`src/design/vipu_pkg.sv`:
```
package vipu_pkg;

  // Number of maskable priority levels, 0 highest.
  localparam int VIPU_LEVELS = 21;
  localparam int VIPU_IDX_W = 5;

  // Vector address of the non-maskable watchdog request.
  localparam logic [15:0] VIPU_NMI_VEC = 16'h0004;

  // Vector address of each maskable level, indexed by priority.
  localparam logic [15:0] VIPU_VEC_TABLE [VIPU_LEVELS] = '{
    16'h0004, 16'h0006, 16'h0008, 16'h000A, 16'h000C, 16'h000E,
    16'h0010, 16'h0012, 16'h0014, 16'h0016, 16'h0018, 16'h001A,
    16'h001C, 16'h001E, 16'h0020, 16'h0022, 16'h0024, 16'h0026,
    16'h0028, 16'h002A, 16'h002C
  };

  // Reset values.
  localparam logic [15:0] VIPU_VEC_RST = 16'h0000;
  localparam logic [VIPU_LEVELS-1:0] VIPU_FLAGS_RST = '0;

  // Request event pulses from the sources, one cycle each.
  typedef struct packed {
    logic watchdog_overflow_req;
    logic pin_edge_req0;
    logic pin_edge_req1;
    logic pin_edge_req2;
    logic pin_edge_req3;
    logic remote_edge_req;
    logic async_rx_done_req;
    logic chan_a_xfer_done_req;
    logic chan_b_xfer_done_req;
    logic async_tx_done_req;
    logic watch_tick_req;
    logic wide_timer_match_req;
    logic byte_timer1_match_req;
    logic byte_timer2_match_req;
    logic cascade_match_req;
    logic byte_timer3_match_req;
    logic conv_done_req;
    logic watch_overflow_req;
    logic key_return_req;
    logic remote_error_req;
    logic guide_pulse_req;
    logic remote_done_req;
    logic remote_shift_full_req;
  } vipu_src_s;

  // Vector presented to the processor core.
  typedef struct packed {
    logic int_req;
    logic nmi_req;
    logic [15:0] vector_addr;
  } vipu_vec_s;

  // Standby status.
  typedef struct packed {
    logic halt;
    logic stop;
    logic cpu_clock_gate;
    logic osc_stop;
    logic release_pulse;
  } vipu_stby_s;

endpackage

```
`src/design/vipu_top.sv`:
```
`timescale 1ns/1ps
module vipu_top (
  // Clock and reset.
  input wire logic i_clock,
  input wire logic i_reset,
  // Request sources.
  input wire vipu_pkg::vipu_src_s i_src,
  // Configuration.
  input wire logic i_cascade16,
  input wire logic i_wdt_interval_mode,
  input wire logic [vipu_pkg::VIPU_LEVELS-1:0] i_mask_flag,
  input wire logic i_global_enable_flag,
  // Processor core.
  input wire logic i_ack,
  input wire logic i_halt_exec,
  input wire logic i_stop_exec,
  // Outputs.
  output vipu_pkg::vipu_vec_s o_vec,
  output vipu_pkg::vipu_stby_s o_stby,
  output logic [vipu_pkg::VIPU_LEVELS-1:0] o_req_flags
);
  import vipu_pkg::*;

  typedef struct packed {
    logic [VIPU_LEVELS-1:0] flags;
    logic nmi;
    logic [VIPU_IDX_W-1:0] win;
    vipu_vec_s vec;
    vipu_stby_s stby;
  } vipu_state_s;

  vipu_state_s st_r;
  vipu_state_s st_nxt;

  // Maps source pulses onto priority levels.
  function automatic logic [VIPU_LEVELS-1:0] map_levels(
    input vipu_src_s s, input logic casc, input logic wdt_int);
    logic [VIPU_LEVELS-1:0] v;
    v = '0;
    v[0] = s.watchdog_overflow_req & wdt_int;
    v[1] = s.pin_edge_req0;
    v[2] = s.pin_edge_req1;
    v[3] = s.pin_edge_req2;
    v[4] = s.pin_edge_req3;
    v[5] = s.remote_edge_req;
    v[6] = s.async_rx_done_req | s.chan_a_xfer_done_req;
    v[7] = s.chan_b_xfer_done_req;
    v[8] = s.async_tx_done_req;
    v[9] = s.watch_tick_req;
    v[10] = s.wide_timer_match_req;
    v[11] = s.byte_timer1_match_req;
    v[12] = casc ? s.cascade_match_req : s.byte_timer2_match_req;
    v[13] = s.byte_timer3_match_req;
    v[14] = s.conv_done_req;
    v[15] = s.watch_overflow_req;
    v[16] = s.key_return_req;
    v[17] = s.remote_error_req;
    v[18] = s.guide_pulse_req;
    v[19] = s.remote_done_req;
    v[20] = s.remote_shift_full_req;
    return v;
  endfunction

  // Returns the lowest set level, the highest priority.
  function automatic logic [VIPU_IDX_W-1:0] pick(
    input logic [VIPU_LEVELS-1:0] p);
    logic [VIPU_IDX_W-1:0] w;
    w = '0;
    for (int i = VIPU_LEVELS - 1; i >= 0; i--) begin
      if (p[i]) begin
        w = VIPU_IDX_W'(i);
      end
    end
    return w;
  endfunction

  logic [VIPU_LEVELS-1:0] set_v;
  logic [VIPU_LEVELS-1:0] clr_v;
  logic [VIPU_LEVELS-1:0] pend_v;
  logic nmi_set;
  logic wake;

  always_comb begin
    st_nxt = st_r;
    set_v = map_levels(i_src, i_cascade16, i_wdt_interval_mode);
    nmi_set = i_src.watchdog_overflow_req & ~i_wdt_interval_mode;
    clr_v = '0;
    // Acknowledge clears the presented request; a new event wins.
    if (i_ack && st_r.vec.nmi_req) begin
      st_nxt.nmi = 1'b0;
    end else if (i_ack && st_r.vec.int_req) begin
      clr_v[st_r.win] = 1'b1;
    end
    st_nxt.flags = (st_r.flags & ~clr_v) | set_v;
    if (nmi_set) begin
      st_nxt.nmi = 1'b1;
    end
    pend_v = st_nxt.flags & ~i_mask_flag;
    st_nxt.win = pick(pend_v);
    st_nxt.vec.nmi_req = st_nxt.nmi;
    st_nxt.vec.int_req = ~st_nxt.nmi & i_global_enable_flag
                         & (|pend_v);
    if (st_nxt.nmi) begin
      st_nxt.vec.vector_addr = VIPU_NMI_VEC;
    end else if (|pend_v) begin
      st_nxt.vec.vector_addr = VIPU_VEC_TABLE[st_nxt.win];
    end else begin
      st_nxt.vec.vector_addr = VIPU_VEC_RST;
    end
    // Release ignores the global enable; masked requests do not wake.
    wake = (|pend_v) | st_nxt.nmi;
    st_nxt.stby.release_pulse = wake & (st_r.stby.halt | st_r.stby.stop);
    if (wake) begin
      st_nxt.stby.halt = 1'b0;
      st_nxt.stby.stop = 1'b0;
    end else if (i_stop_exec) begin
      st_nxt.stby.stop = 1'b1;
    end else if (i_halt_exec) begin
      st_nxt.stby.halt = 1'b1;
    end
    st_nxt.stby.cpu_clock_gate = st_nxt.stby.halt | st_nxt.stby.stop;
    st_nxt.stby.osc_stop = st_nxt.stby.stop;
  end

  always_ff @(posedge i_clock) begin
    if (i_reset) begin
      st_r <= '0;
    end else begin
      st_r <= st_nxt;
    end
  end

  assign o_vec = st_r.vec;
  assign o_stby = st_r.stby;
  assign o_req_flags = st_r.flags;
endmodule

```
`config.mk`:
```
export PLATFORM = sky130hd
export DESIGN_NAME = vipu_top
export DESIGN_NICKNAME = d
export VERILOG_FILES = /design/src/design/vipu_pkg.sv /design/src/design/vipu_top.sv
export SDC_FILE = /design/constraint.sdc
export NUM_CORES = 1
export LEC_CHECK = 0
export BUFFER_PORTS_ARGS = -buffer_cell sky130_fd_sc_hd__buf_2
export CORE_AREA = 2 2 85 63
export CTS_CLUSTER_SIZE = 28
export DETAILED_ROUTE_END_ITERATION = 8
export DIE_AREA = 0 0 87 65
export GPL_TIMING_DRIVEN = 1
export PLACE_DENSITY = 0.79
export SYNTH_ARGS = -nofsm -noshare
export SYNTH_HDL_FRONTEND = slang
export SYNTH_SLANG_ARGS = --single-unit
```
`constraint.sdc`:
```
create_clock -name i_clock -period 3.9 [get_ports i_clock]
set_clock_uncertainty 0.05 [all_clocks]
set_input_delay 0 -clock i_clock [delete_from_list [all_inputs] [get_ports i_clock]]
set_output_delay 0 -clock i_clock [all_outputs]
set_load 0.01 [all_outputs]
```
---- Word level (Yosys, flattened, before mapping) ----
Memories as Yosys holds them, arrays and structs flattened.
Cells that the tools add are included.
storage, ports and cells
  register bits ........................... 48
  ROM bits ................................ 512
  input port bits ......................... 52
  output and inout bits ................... 44
  word-level logic and storage cells ...... 73
  memories ................................ 1
memory list
  memory            depth  width  read ports  clocked after Yosys merged registers in  write ports  RTL line         text
  (name not given)  32     16     1           0                                        0            vipu_top.sv:106  st_nxt.vec.vector_addr = VIPU_VEC_TABLE[st_nxt.win];
cells by class
  $lt $le $gt $ge ......................... 3
  mux-type cells .......................... 36
  bitwise operators ....................... 18
  reduce and logical (&&, ||, !) cells .... 5
operator list
  kind                                                                count
  two-way mux 5 bit                                                   21
  AND 21 bit                                                          2
  two-way mux 21 bit                                                  2
  NOT 21 bit                                                          2
  two-way mux 16 bit                                                  2
  bitwise OR 21 bit                                                   1
  OR reduction 21 bit                                                 1
  two-way mux 1 bit                                                   7
  greater-or-equal comparator 6 bit (second input constant)           1
  less-than comparator 5 x 6 -> 1 bit (second input constant)         1
  two-way mux 3 bit                                                   2
  NOT 5 -> 6 bit                                                      1
  AND 1 bit                                                           5
  demux 1 bit (select 5 bit)                                          1
  greater-or-equal comparator 5 x 1 -> 1 bit (second input constant)  1
  bitwise OR 1 bit                                                    4
  logical AND 1 bit                                                   3
  NOT 1 bit                                                           3
  OR reduction 3 bit                                                  1
  two-way mux 2 bit                                                   1

---- Longest topological paths before layout ----
Gate-level depths: netlist (run 1).
  depth in word-level cells ............... 37
  depth in mapped cells ................... 12
  mapped depth without buffers ............ 10

---- Worst setup path before layout (run 1) ----
No wires, ideal clock.
  path type ............................... register to register
  from .................................... register st_r, in the netlist o_vec[16]
  to ...................................... register st_r, in the netlist o_vec[2]
  setup time .............................. 0.086 ns
  data arrival time ....................... 2.303 ns
  data required time ...................... 3.764 ns
  slack ................................... 1.461 ns
  cell stages (with the launch flop) ...... 12
  path buffers ............................ 1
  clock period less this slack ............ 2.439 ns
  cell sequence ........................... dfxtp_1 -> and4bb_2 -> buf_2 -> a311o_1 -> o211ai_1 -> a211oi_1 -> o31ai_1 -> a31o_2 -> inv_2 -> ha_1 -> o21a_1 -> a221oi_2
RTL lines
  element                 RTL line         text
  from (decl)             vipu_top.sv:32   vipu_state_s st_r;
  from (signal assigned)  vipu_top.sv:129  st_r <= st_nxt;

==> flow_summary.json, run 1 <==
{
  "insertion_delay_ps": 290,
  "ir_drop_v": 0.000245,
  "synth_top_area_share": 0.300,
  "critPathArrivalTime_ps": 3110,
  "cts_buffers": 5,
  "antenna_found_initial": 0,
  "ys_top_cells_by_count": "50 x nor2_1, 48 x buf_4, 37 x dfxtp_1",
  "grt_pass1_vias": 2212,
  "ys_types": 61,
  "fin_tns_setup_ps": 0,
  "cts_buffer_depth": 2,
  "synth.most_common_cell": "nor2_1",
  "track_usage": 0.233,
  "p_total_mw": 1.05,
  "status": "finished clean",
  "clk_pin_slew_ps": 80,
  "row_count": 22,
  "numClockSinks": 37,
  "root_buffer": "clkbuf_8",
  "critPathRequiredTime_ps": 4060,
  "min-delay-start": "i_ack",
  "synth_seq_area_share": 0.300,
  "dpl.hpwl_um": 4650,
  "path_cells": "and4b_1, a41oi_1, a21oi_1, a211oi_1, o31ai_1, a31o_2, inv_2, ha_1, o21a_1, a221oi_2",
  "synth_edf_count": 0,
  "final_layout_size_suffix_gt1_frac": 0.279,
  "portBuffers": 84,
  "dieArea_um2": 5660,
  "syn_avg_cell_area_um2": 7.89,
  "drt_iter0_drc": 132,
  "area_growth_pct": 22.3,
  "vias_per_cell": 5.33,
  "overflow": 0,
  "placed_cell_area_um2": 2620,
  "min_period_over_period": 0.758,
  "synth-seq-cells": 37,
  "syn_area_um2": 2470,
  "die_w_um": 87,
  "regArea_um2": 741,
  "wl_per_cell_um": 14.4,
  "start_kind": "register",
  "min_period_ps": 2960,
  "netlist_instances": 313,
  "async_flop_share": 0,
  "crit_slowest_cell": "and4b_1",
  "r2r-start": "o_vec[16]",
  "cts_tree": "done",
  "cellPowerDensity_nw_per_um2": 346,
  "grt_pass1_wl_um": 10300,
  "cp_max_fo": 16,
  "finalNetCount": 442,
  "startpoint": "o_vec[16]",
  "synth_ff_type": "dfxtp_1",
  "synth_area_leaders": "dfxtp_1 30%, buf_4 15%, nor2_1 7.6%, a21oi_1 6.9%, inv_1 2.9%",
  "place_congestion": 0.941,
  "die_h_um": 65,
  "via_count": 2382,
  "initial_core_util": 0.502,
  "worst_pin_slew_ps": 595,
  "yosysTopAreaCell": "dfxtp_1",
  "drv_cap": 0,
  "io_pins": 96,
  "hold_path_class": "input pin to register",
  "synth_warnings": 0,
  "htreeDepth": 2,
  "route.antenna.remaining_nets": 0,
  "slew_violations": 0,
  "power.leakage_nw": 1.38,
  "n_fill_cell": 452,
  "critPathCaptureType": "register",
  "path_class": "register to register",
  "num_antenna_cells": 0,
  "cts_resized": 0,
  "rsz0062_at_grt": "false",
  "core_area_um2": 4930,
  "fin_area_um2": 3020,
  "wl_um": 6450,
  "drc_errors": 0,
  "multi_input_area_um2": 1300,
  "final_hold_viol_count": 0,
  "max_stage_delay_ps": 650,
  "grt_max_degree": 32,
  "drt_first_pass_iters": 5,
  "setup_viol": 0,
  "max_slew_margin": 0.600,
  "fmax_mhz": 338
}
critical path, delay by kind of cell (launching register included):
kind | cells | cell delay [ps]
AO/OA/AOI/OAI | 7 | 1550
AND/OR/NAND/NOR | 1 | 650
flip-flops | 1 | 350
adder cells (fa/ha/maj) | 1 | 200
buffers and inverters | 1 | 70
flip-flops by register name (all words and copies together) (netlist names):
| register | cells |
|---|---|
| o_vec | 7 |
| st_r | 5 |
| o_stby | 4 |
| o_req_flags | 21 |
what timing repair did:
item,in CTS,in global routing
setup buffers,0,0
hold endpoints to repair,25,0
hold buffers,27,0
layout make-up:
class                   instances  area share
flip-flops and latches         37       0.245
inverters                      20      0.0248
repair buffers                112       0.231
clock inverters                 3      0.0215
clock buffers                   5      0.0228
multi-input cells             210       0.430
well taps                      60      0.0248
layout by cell type (no fill, tap or decap), drive strengths merged, types with 2 or more instances in the layout:
master        n
a2111oi       2
a211oi        2
a21oi        34
a311o         2
a311oi        6
a41oi         8
and4bb        3
buf          85
bufinv        2
clkbuf        5
conb         11
dfxtp        37
dlygate4sd3  27
ha            4
inv          20
mux2i         2
nand2        17
nand2b        4
nand3         8
nand3b        2
nand4         2
nand4b        2
nand4bb       2
nor2         52
nor2b         2
nor3          3
nor3b         3
nor4          4
o211ai        2
o21a          2
o21ai         2
o21bai        8
o31ai         4
where the power goes:
part	leakage [nW]	internal (mW)	switching, mW
logic	1.01	0.103	0.123
registers	0.307	0.401	0.0203
clock network	0.0681	0.254	0.145
total	1.38	0.758	0.289
per-layer routing:
layer  part of all wire  GRT usage
met5                  0          0
met4             0.0085     0.0781
met3              0.076     0.0433
met2               0.45      0.369
met1               0.46      0.318
through the flow:
step,std cells,hold WS [ps],util,setup WS (ps)
global placement,412,182,0.531,1120
detailed placement,412,182,0.531,985
global route,447,140,0.614,676
floorplan,323,66.1,-,1460
CTS,447,105,0.614,957
finish,447,121,0.614,944
path summary, 6_finish.rpt:
path / to / slack, ps / depth (start not counted)
worst min register to register: o_req_flags[6] / 430 / 2
worst min-delay path: o_vec[16] / 120 / 3
worst max-delay path: o_vec[2] / 940 / 10
worst max register to register: o_vec[2] / 940 / 10
cell families (layout without fill, tap and decap cells):
family | after synthesis | in the layout | synth area share
other | 1 | 11 | 0.00152
AO/OA/AOI/OAI | 84 | 84 | 0.243
multiplexers | 2 | 2 | 0.00810
flip-flops | 37 | 37 | 0.300
adder cells (fa/ha/maj) | 4 | 4 | 0.0203
AND/OR/NAND/NOR | 109 | 109 | 0.238
buffers and inverters | 76 | 140 | 0.189
Power figures use the tool's default switching activity.
==> run 2: changes to the inputs <==
Settings changed: CORE_AREA 2 2 85 63 to 2 2 93 68, DIE_AREA 0 0 87 65 to 0 0 95 70, PLACE_DENSITY 0.79 to 0.71.
Clock period 3.9 ns to 2.5 ns, I/O delays scaled along.
==> run 2 against run 1 <==
  * The run now ends with negative setup slack left
  * Register-to-register slack lost 950 ps
  * Hold slack got worse by 110 ps
  * Sequential power rose by 56%
  * Sequential share of layout area is 3.1 points lower
  * Final area rose by 17%
  * Power is 45% higher
  * Final cell count increased by 15%
  * First-iteration DRC count is 54% higher
  * Worst setup slack lost 950 ps
  * Combinational power up 98%
  * Global-route usage shrank 1.4 points
  * Clock-buffer cell count grew 1
  * Critical path type unchanged
  * Critical endpoint is now o_vec[3]
  * Largest cell class unchanged
==> flow_summary.json, run 2 (synthesized netlist as in run 1, its figures left out) <==
{
  "critPathRequiredTime_ps": 2630,
  "r2r_cells": 10,
  "final_cell_mix": "84 x buf_2, 50 x nor2_1, 47 x buf_4, 30 x dfxtp_1, 29 x a21oi_1",
  "start_kind": "register",
  "final_layout_size_suffix_gt1_frac": 0.429,
  "path_class": "register to register",
  "grt_pass1_vias": 2455,
  "drt_iter0_drc": 203,
  "row_count": 24,
  "wl_per_cell_um": 14.3,
  "core_area_um2": 5920,
  "slew_violations": 0,
  "cts_buffer_depth": 2,
  "largest_register_ffs": 21,
  "die_w_um": 95,
  "min-delay-start": "i_wdt_interval_mode",
  "numClockSinks": 37,
  "area_growth_pct": 43.4,
  "insertion_delay_ps": 300,
  "placed_cell_area_um2": 2940,
  "drt_first_pass_iters": 4,
  "n_fill_cell": 535,
  "portBuffers": 84,
  "grt_pass1_wl_um": 11400,
  "overflow": 0,
  "antenna_found_initial": 0,
  "p_total_mw": 1.52,
  "max_stage_delay_ps": 380,
  "finalNetCount": 489,
  "cts_buffers": 5,
  "num_antenna_cells": 0,
  "ir_drop_v": 0.000195,
  "cellPowerDensity_nw_per_um2": 428,
  "status": "finished with violations",
  "layout_commonest_cell": "buf_2",
  "power.leakage_nw": 1.62,
  "vias_per_cell": 5.04,
  "die_h_um": 70,
  "startpoint": "o_vec[16]",
  "drc_errors": 0,
  "drv_cap": 0,
  "final_hold_viol_count": 0,
  "hold_path_depth": 3,
  "crit_slowest_cell": "o31ai_2",
  "worst_pin_slew_ps": 621,
  "io_pins": 96,
  "regToRegSetupSlack_ps": -10,
  "cts_tree": "done",
  "clk_pin_slew_ps": 70,
  "htreeDepth": 2,
  "root_buffer": "clkbuf_8",
  "route.antenna.remaining_nets": 0,
  "setup_slack_ps": -10.8,
  "violations": "negative setup slack",
  "critPathCaptureType": "register",
  "hold_path_class": "input pin to register",
  "initial_core_util": 0.418,
  "via_count": 2582,
  "track_usage": 0.219,
  "critPathArrivalTime_ps": 2640,
  "hold_ws_ps": 9.99,
  "dieArea_um2": 6650,
  "max_slew_margin": 0.586,
  "dpl.hpwl_um": 5210,
  "grt_max_degree": 32,
  "wl_um": 7300,
  "timing.rr.end": "o_vec[3]",
  "fin_area_um2": 3540,
  "rsz0062_at_grt": "true",
  "min_period_over_period": 1.00,
  "fmax_mhz": 398,
  "min_period_ps": 2510,
  "place_congestion": 0.901,
  "path_cells": "nand4bb_2, o31ai_2, a21oi_2, a211oi_2, o31ai_1, a31o_2, buf_4, ha_1, mux2i_1, nor2_1",
  "setup_viol": 2,
  "holdPathEnd": "o_req_flags[0]",
  "r2r-start": "o_vec[16]",
  "cp_max_fo": 5
}
run 2: cell count changes in the layout (fill, tap and decap cells not counted), moves of 2 or more:
cell	previous run	this run
a21oi_1	34	29
dfxtp_1	37	30
dfxtp_4	0	3
o31ai_1	4	2
ha_4	0	2
dfxtp_2	0	4
bufinv_16	2	0
a311oi_1	6	3
a311oi_2	0	2
ha_1	4	1
buf_4	1	47
a21oi_2	0	4
run 2: stage by stage:
stage	TNS, ps	util	setup slack [ps]	instances
floorplan	0	-	61.1	323
global placement	-68.5	0.497	-32.3	468
detailed placement	-666	0.497	-198	468
CTS	-164	0.581	-79.9	507
global route	-627	0.599	-156	512
finish	-13.5	0.599	-10.8	512
run 2: timing repair:
action / CTS / global route
endpoints found under the setup margin: 5 / 8
pin swaps: 13 / 13
endpoints found under the hold margin: 25 / 0
hold buffers: 26 / 0
setup buffers: 5 / 5
gates resized for setup: 27 / 18
run 2: worst max path at each step:
stage                     endpoint  slack (ps)  cells after the start
after global placement    o_vec[2]         -30                     10
after global routing      o_vec[3]        -160                     10
final                     o_vec[3]         -10                     10
after CTS                 o_vec[2]         -80                     10
after detailed placement  o_vec[4]        -200                     10
after floorplan           o_vec[2]          60                     11
run 2: per-layer routing:
layer,part of all wire,vias to the layer above,GRT usage
met5,0,-,0
met4,0.018,0,0.0902
met3,0.060,14,0.0421
met2,0.46,84,0.351
met1,0.46,1193,0.288
li1,-,1291,-
run 2: final cells by class:
cell class	count	area [um^2]	area share
clock buffers	6	72.6	0.0205
well taps	78	97.6	0.0275
repair buffers	159	1060	0.300
inverters	20	75.1	0.0212
clock inverters	2	10.0	0.00282
multi-input cells	210	1470	0.414
flip-flops and latches	37	757	0.214
run 2: power by group:
| part | switching (mW) | total (mW) | internal (mW) |
|---|---|---|---|
| Sequential | 0.0309 | 0.657 | 0.626 |
| Clock | 0.218 | 0.412 | 0.193 |
| Combinational | 0.225 | 0.448 | 0.222 |
run 2: worst max-delay path: cells and delay by family, from the launching register on:
family / cells / cell delay (ps)
compound gates: 5 / 1050
simple gates: 2 / 420
flops: 1 / 340
fa+ha+maj: 1 / 290
buf+inv: 1 / 140
mux: 1 / 130
==> run 3: changes to the inputs <==
Settings changed: CORE_AREA 2 2 93 68 to 2 2 91 67, CTS_BUF_LIST set to sky130_fd_sc_hd__clkbuf_4 sky130_fd_sc_hd__clkbuf_8, DIE_AREA 0 0 95 70 to 0 0 93 69, MAX_ROUTING_LAYER set to met4, PLACE_DENSITY 0.71 to 0.73.
==> run 3 against run 2 <==
  * The flow still finishes with violations (negative setup slack)
  * Wire length increased by 4.3%
  * Maximum frequency is 1.6% lower
  * Global-route usage barely moved
  * Non-clock buffer count fell by 7
  * Final cell count decreased by 2.0%
==> flow_summary.json, run 3 (synthesized netlist as in run 1, its figures left out) <==
{
  "cts_buffers": 5,
  "largest_register_ffs": 21,
  "antenna_found_initial": 0,
  "multi_input_area_um2": 1520,
  "critPathArrivalTime_ps": 2720,
  "crit_buf_inv": 2,
  "final_layout_size_suffix_gt1_frac": 0.419,
  "num_antenna_cells": 0,
  "htreeDepth": 2,
  "wl_per_cell_um": 15.2,
  "portBuffers": 84,
  "ir_drop_v": 0.000323,
  "crit_slowest_cell": "nor4_4",
  "regArea_um2": 759,
  "vias_per_cell": 5.25,
  "cts_tree": "done",
  "min_period_ps": 2550,
  "die_h_um": 69,
  "cts_buffer_depth": 2,
  "max_slew_margin": 0.613,
  "pwr-share-comb": 0.265,
  "overflow": 0,
  "finalNetCount": 482,
  "fin_tns_setup_ps": -100,
  "critPathRequiredTime_ps": 2670,
  "grt_max_degree": 32,
  "path_cells": "and4b_2, buf_6, a41oi_4, nor4_4, a21boi_2, o211ai_1, buf_4, ha_2, o21a_1, a221oi_2",
  "place_congestion": 0.885,
  "die_w_um": 93,
  "p_seq_frac": 0.373,
  "min_period_over_period": 1.02,
  "start_kind": "register",
  "p_clk_frac": 0.362,
  "slew_violations": 0,
  "dpl.hpwl_um": 5120,
  "path_class": "register to register",
  "wl_um": 7610,
  "insertion_delay_ps": 300,
  "drt_first_pass_iters": 4,
  "n_fill_cell": 454,
  "fmax_mhz": 392,
  "hold_path_class": "input pin to register",
  "status": "finished with violations",
  "drv_cap": 0,
  "drc_errors": 0,
  "area_growth_pct": 45.7,
  "switching_share": 0.289,
  "track_usage": 0.219,
  "dieArea_um2": 6420,
  "setup_viol": 4,
  "rsz0062_at_grt": "true",
  "max_stage_delay_ps": 380,
  "clk_pin_slew_ps": 80,
  "layout_commonest_cell": "buf_2",
  "critPathCaptureType": "register",
  "drt_iter0_drc": 231,
  "grt_pass1_wl_um": 11100,
  "cp_max_fo": 6,
  "power.leakage_nw": 1.61,
  "root_buffer": "clkbuf_8",
  "switchingPower_mw": 0.506,
  "final_cell_mix": "84 x buf_2, 50 x nor2_1, 36 x buf_4, 31 x a21oi_1, 30 x dfxtp_1",
  "route.antenna.remaining_nets": 0,
  "violations": "negative setup slack",
  "setup_slack_ps": -50.9,
  "worst_pin_slew_ps": 581,
  "internal-power_mw": 1.24,
  "row_count": 23,
  "final_hold_viol_count": 0,
  "initial_core_util": 0.447,
  "numClockSinks": 37,
  "io_pins": 96,
  "grt_pass1_vias": 2381,
  "core_area_um2": 5530,
  "cellPowerDensity_nw_per_um2": 486,
  "via_count": 2637,
  "final_util": 0.651,
  "cp_top_family": "compound AO/OA/AOI/OAI gates"
}
==> run 3: area by class of cell <==
type                       count  share of cell area
sequential                    37               0.211
timing repair buffer         152               0.283
tap                           75              0.0261
inverter                      20              0.0209
clock buffer                   5              0.0191
clock inverter                 3              0.0181
multi-input combinational    210               0.422
==> run 3: timing repair <==
| action | in CTS | in global routing |
|---|---|---|
| hold endpoints to repair | 25 | 0 |
| setup buffers | 3 | 8 |
| endpoints found under the setup margin | 4 | 8 |
| pin swaps | 9 | 15 |
| gates resized for setup | 19 | 34 |
| hold buffers | 26 | 0 |
==> run 3: worst register-to-register path: stages (launching register included) <==
cell	delay [ps]
dfxtp_2	350
and4b_2	350
buf_6	150
a41oi_4	150
nor4_4	380
a21boi_2	230
o211ai_1	90
buf_4	170
ha_2	170
o21a_1	180
a221oi_2	200
==> run 3: through the flow <==
| step | area, um^2 | cells | hold slack (ps) | power, mW | setup slack (ps) |
|---|---|---|---|---|---|
| 2_1_floorplan | 2510 | 323 | 66.1 | 0.913 | 61.1 |
| 3_3_place_gp | 2870 | 458 | 186 | 1.01 | -17.9 |
| 3_5_place_dp | 2870 | 458 | 191 | 1.02 | -85.8 |
| 4_1_cts | 3360 | 495 | 17.3 | 1.69 | -61.8 |
| 5_1_grt | 3600 | 502 | 21.8 | 1.83 | -142 |
| 6_report | 3600 | 502 | 11.2 | 1.75 | -50.9 |
==> run 3: power groups by stage <==
stage               sequential (mW)  combinational [mW]  clock (mW)
floorplan                     0.658               0.255           0
detailed placement            0.665               0.356           0
CTS                           0.651               0.408       0.632
finish                        0.654               0.463       0.634
global route                  0.658               0.498       0.671
global placement              0.663               0.348           0
==> run 3: per-layer routing <==
metal / vias up / GRT usage / wire, um
li1: 1283 / - / -
met3: 13 / 0.0470 / 580
met2: 132 / 0.334 / 3510
met4: 0 / 0.0425 / 99
met5: - / - / 0
met1: 1209 / 0.301 / 3430
==> run 3: final timing paths <==
kind / depth (start not counted) / start / slack, ps / endpoint
max: 10 / o_vec[16] / -50 / o_vec[2]
min: 3 / i_wdt_interval_mode / 10 / o_req_flags[0]
max reg2reg: 10 / o_vec[16] / -50 / o_vec[2]
min reg2reg: 2 / o_req_flags[6] / 430 / o_req_flags[6]
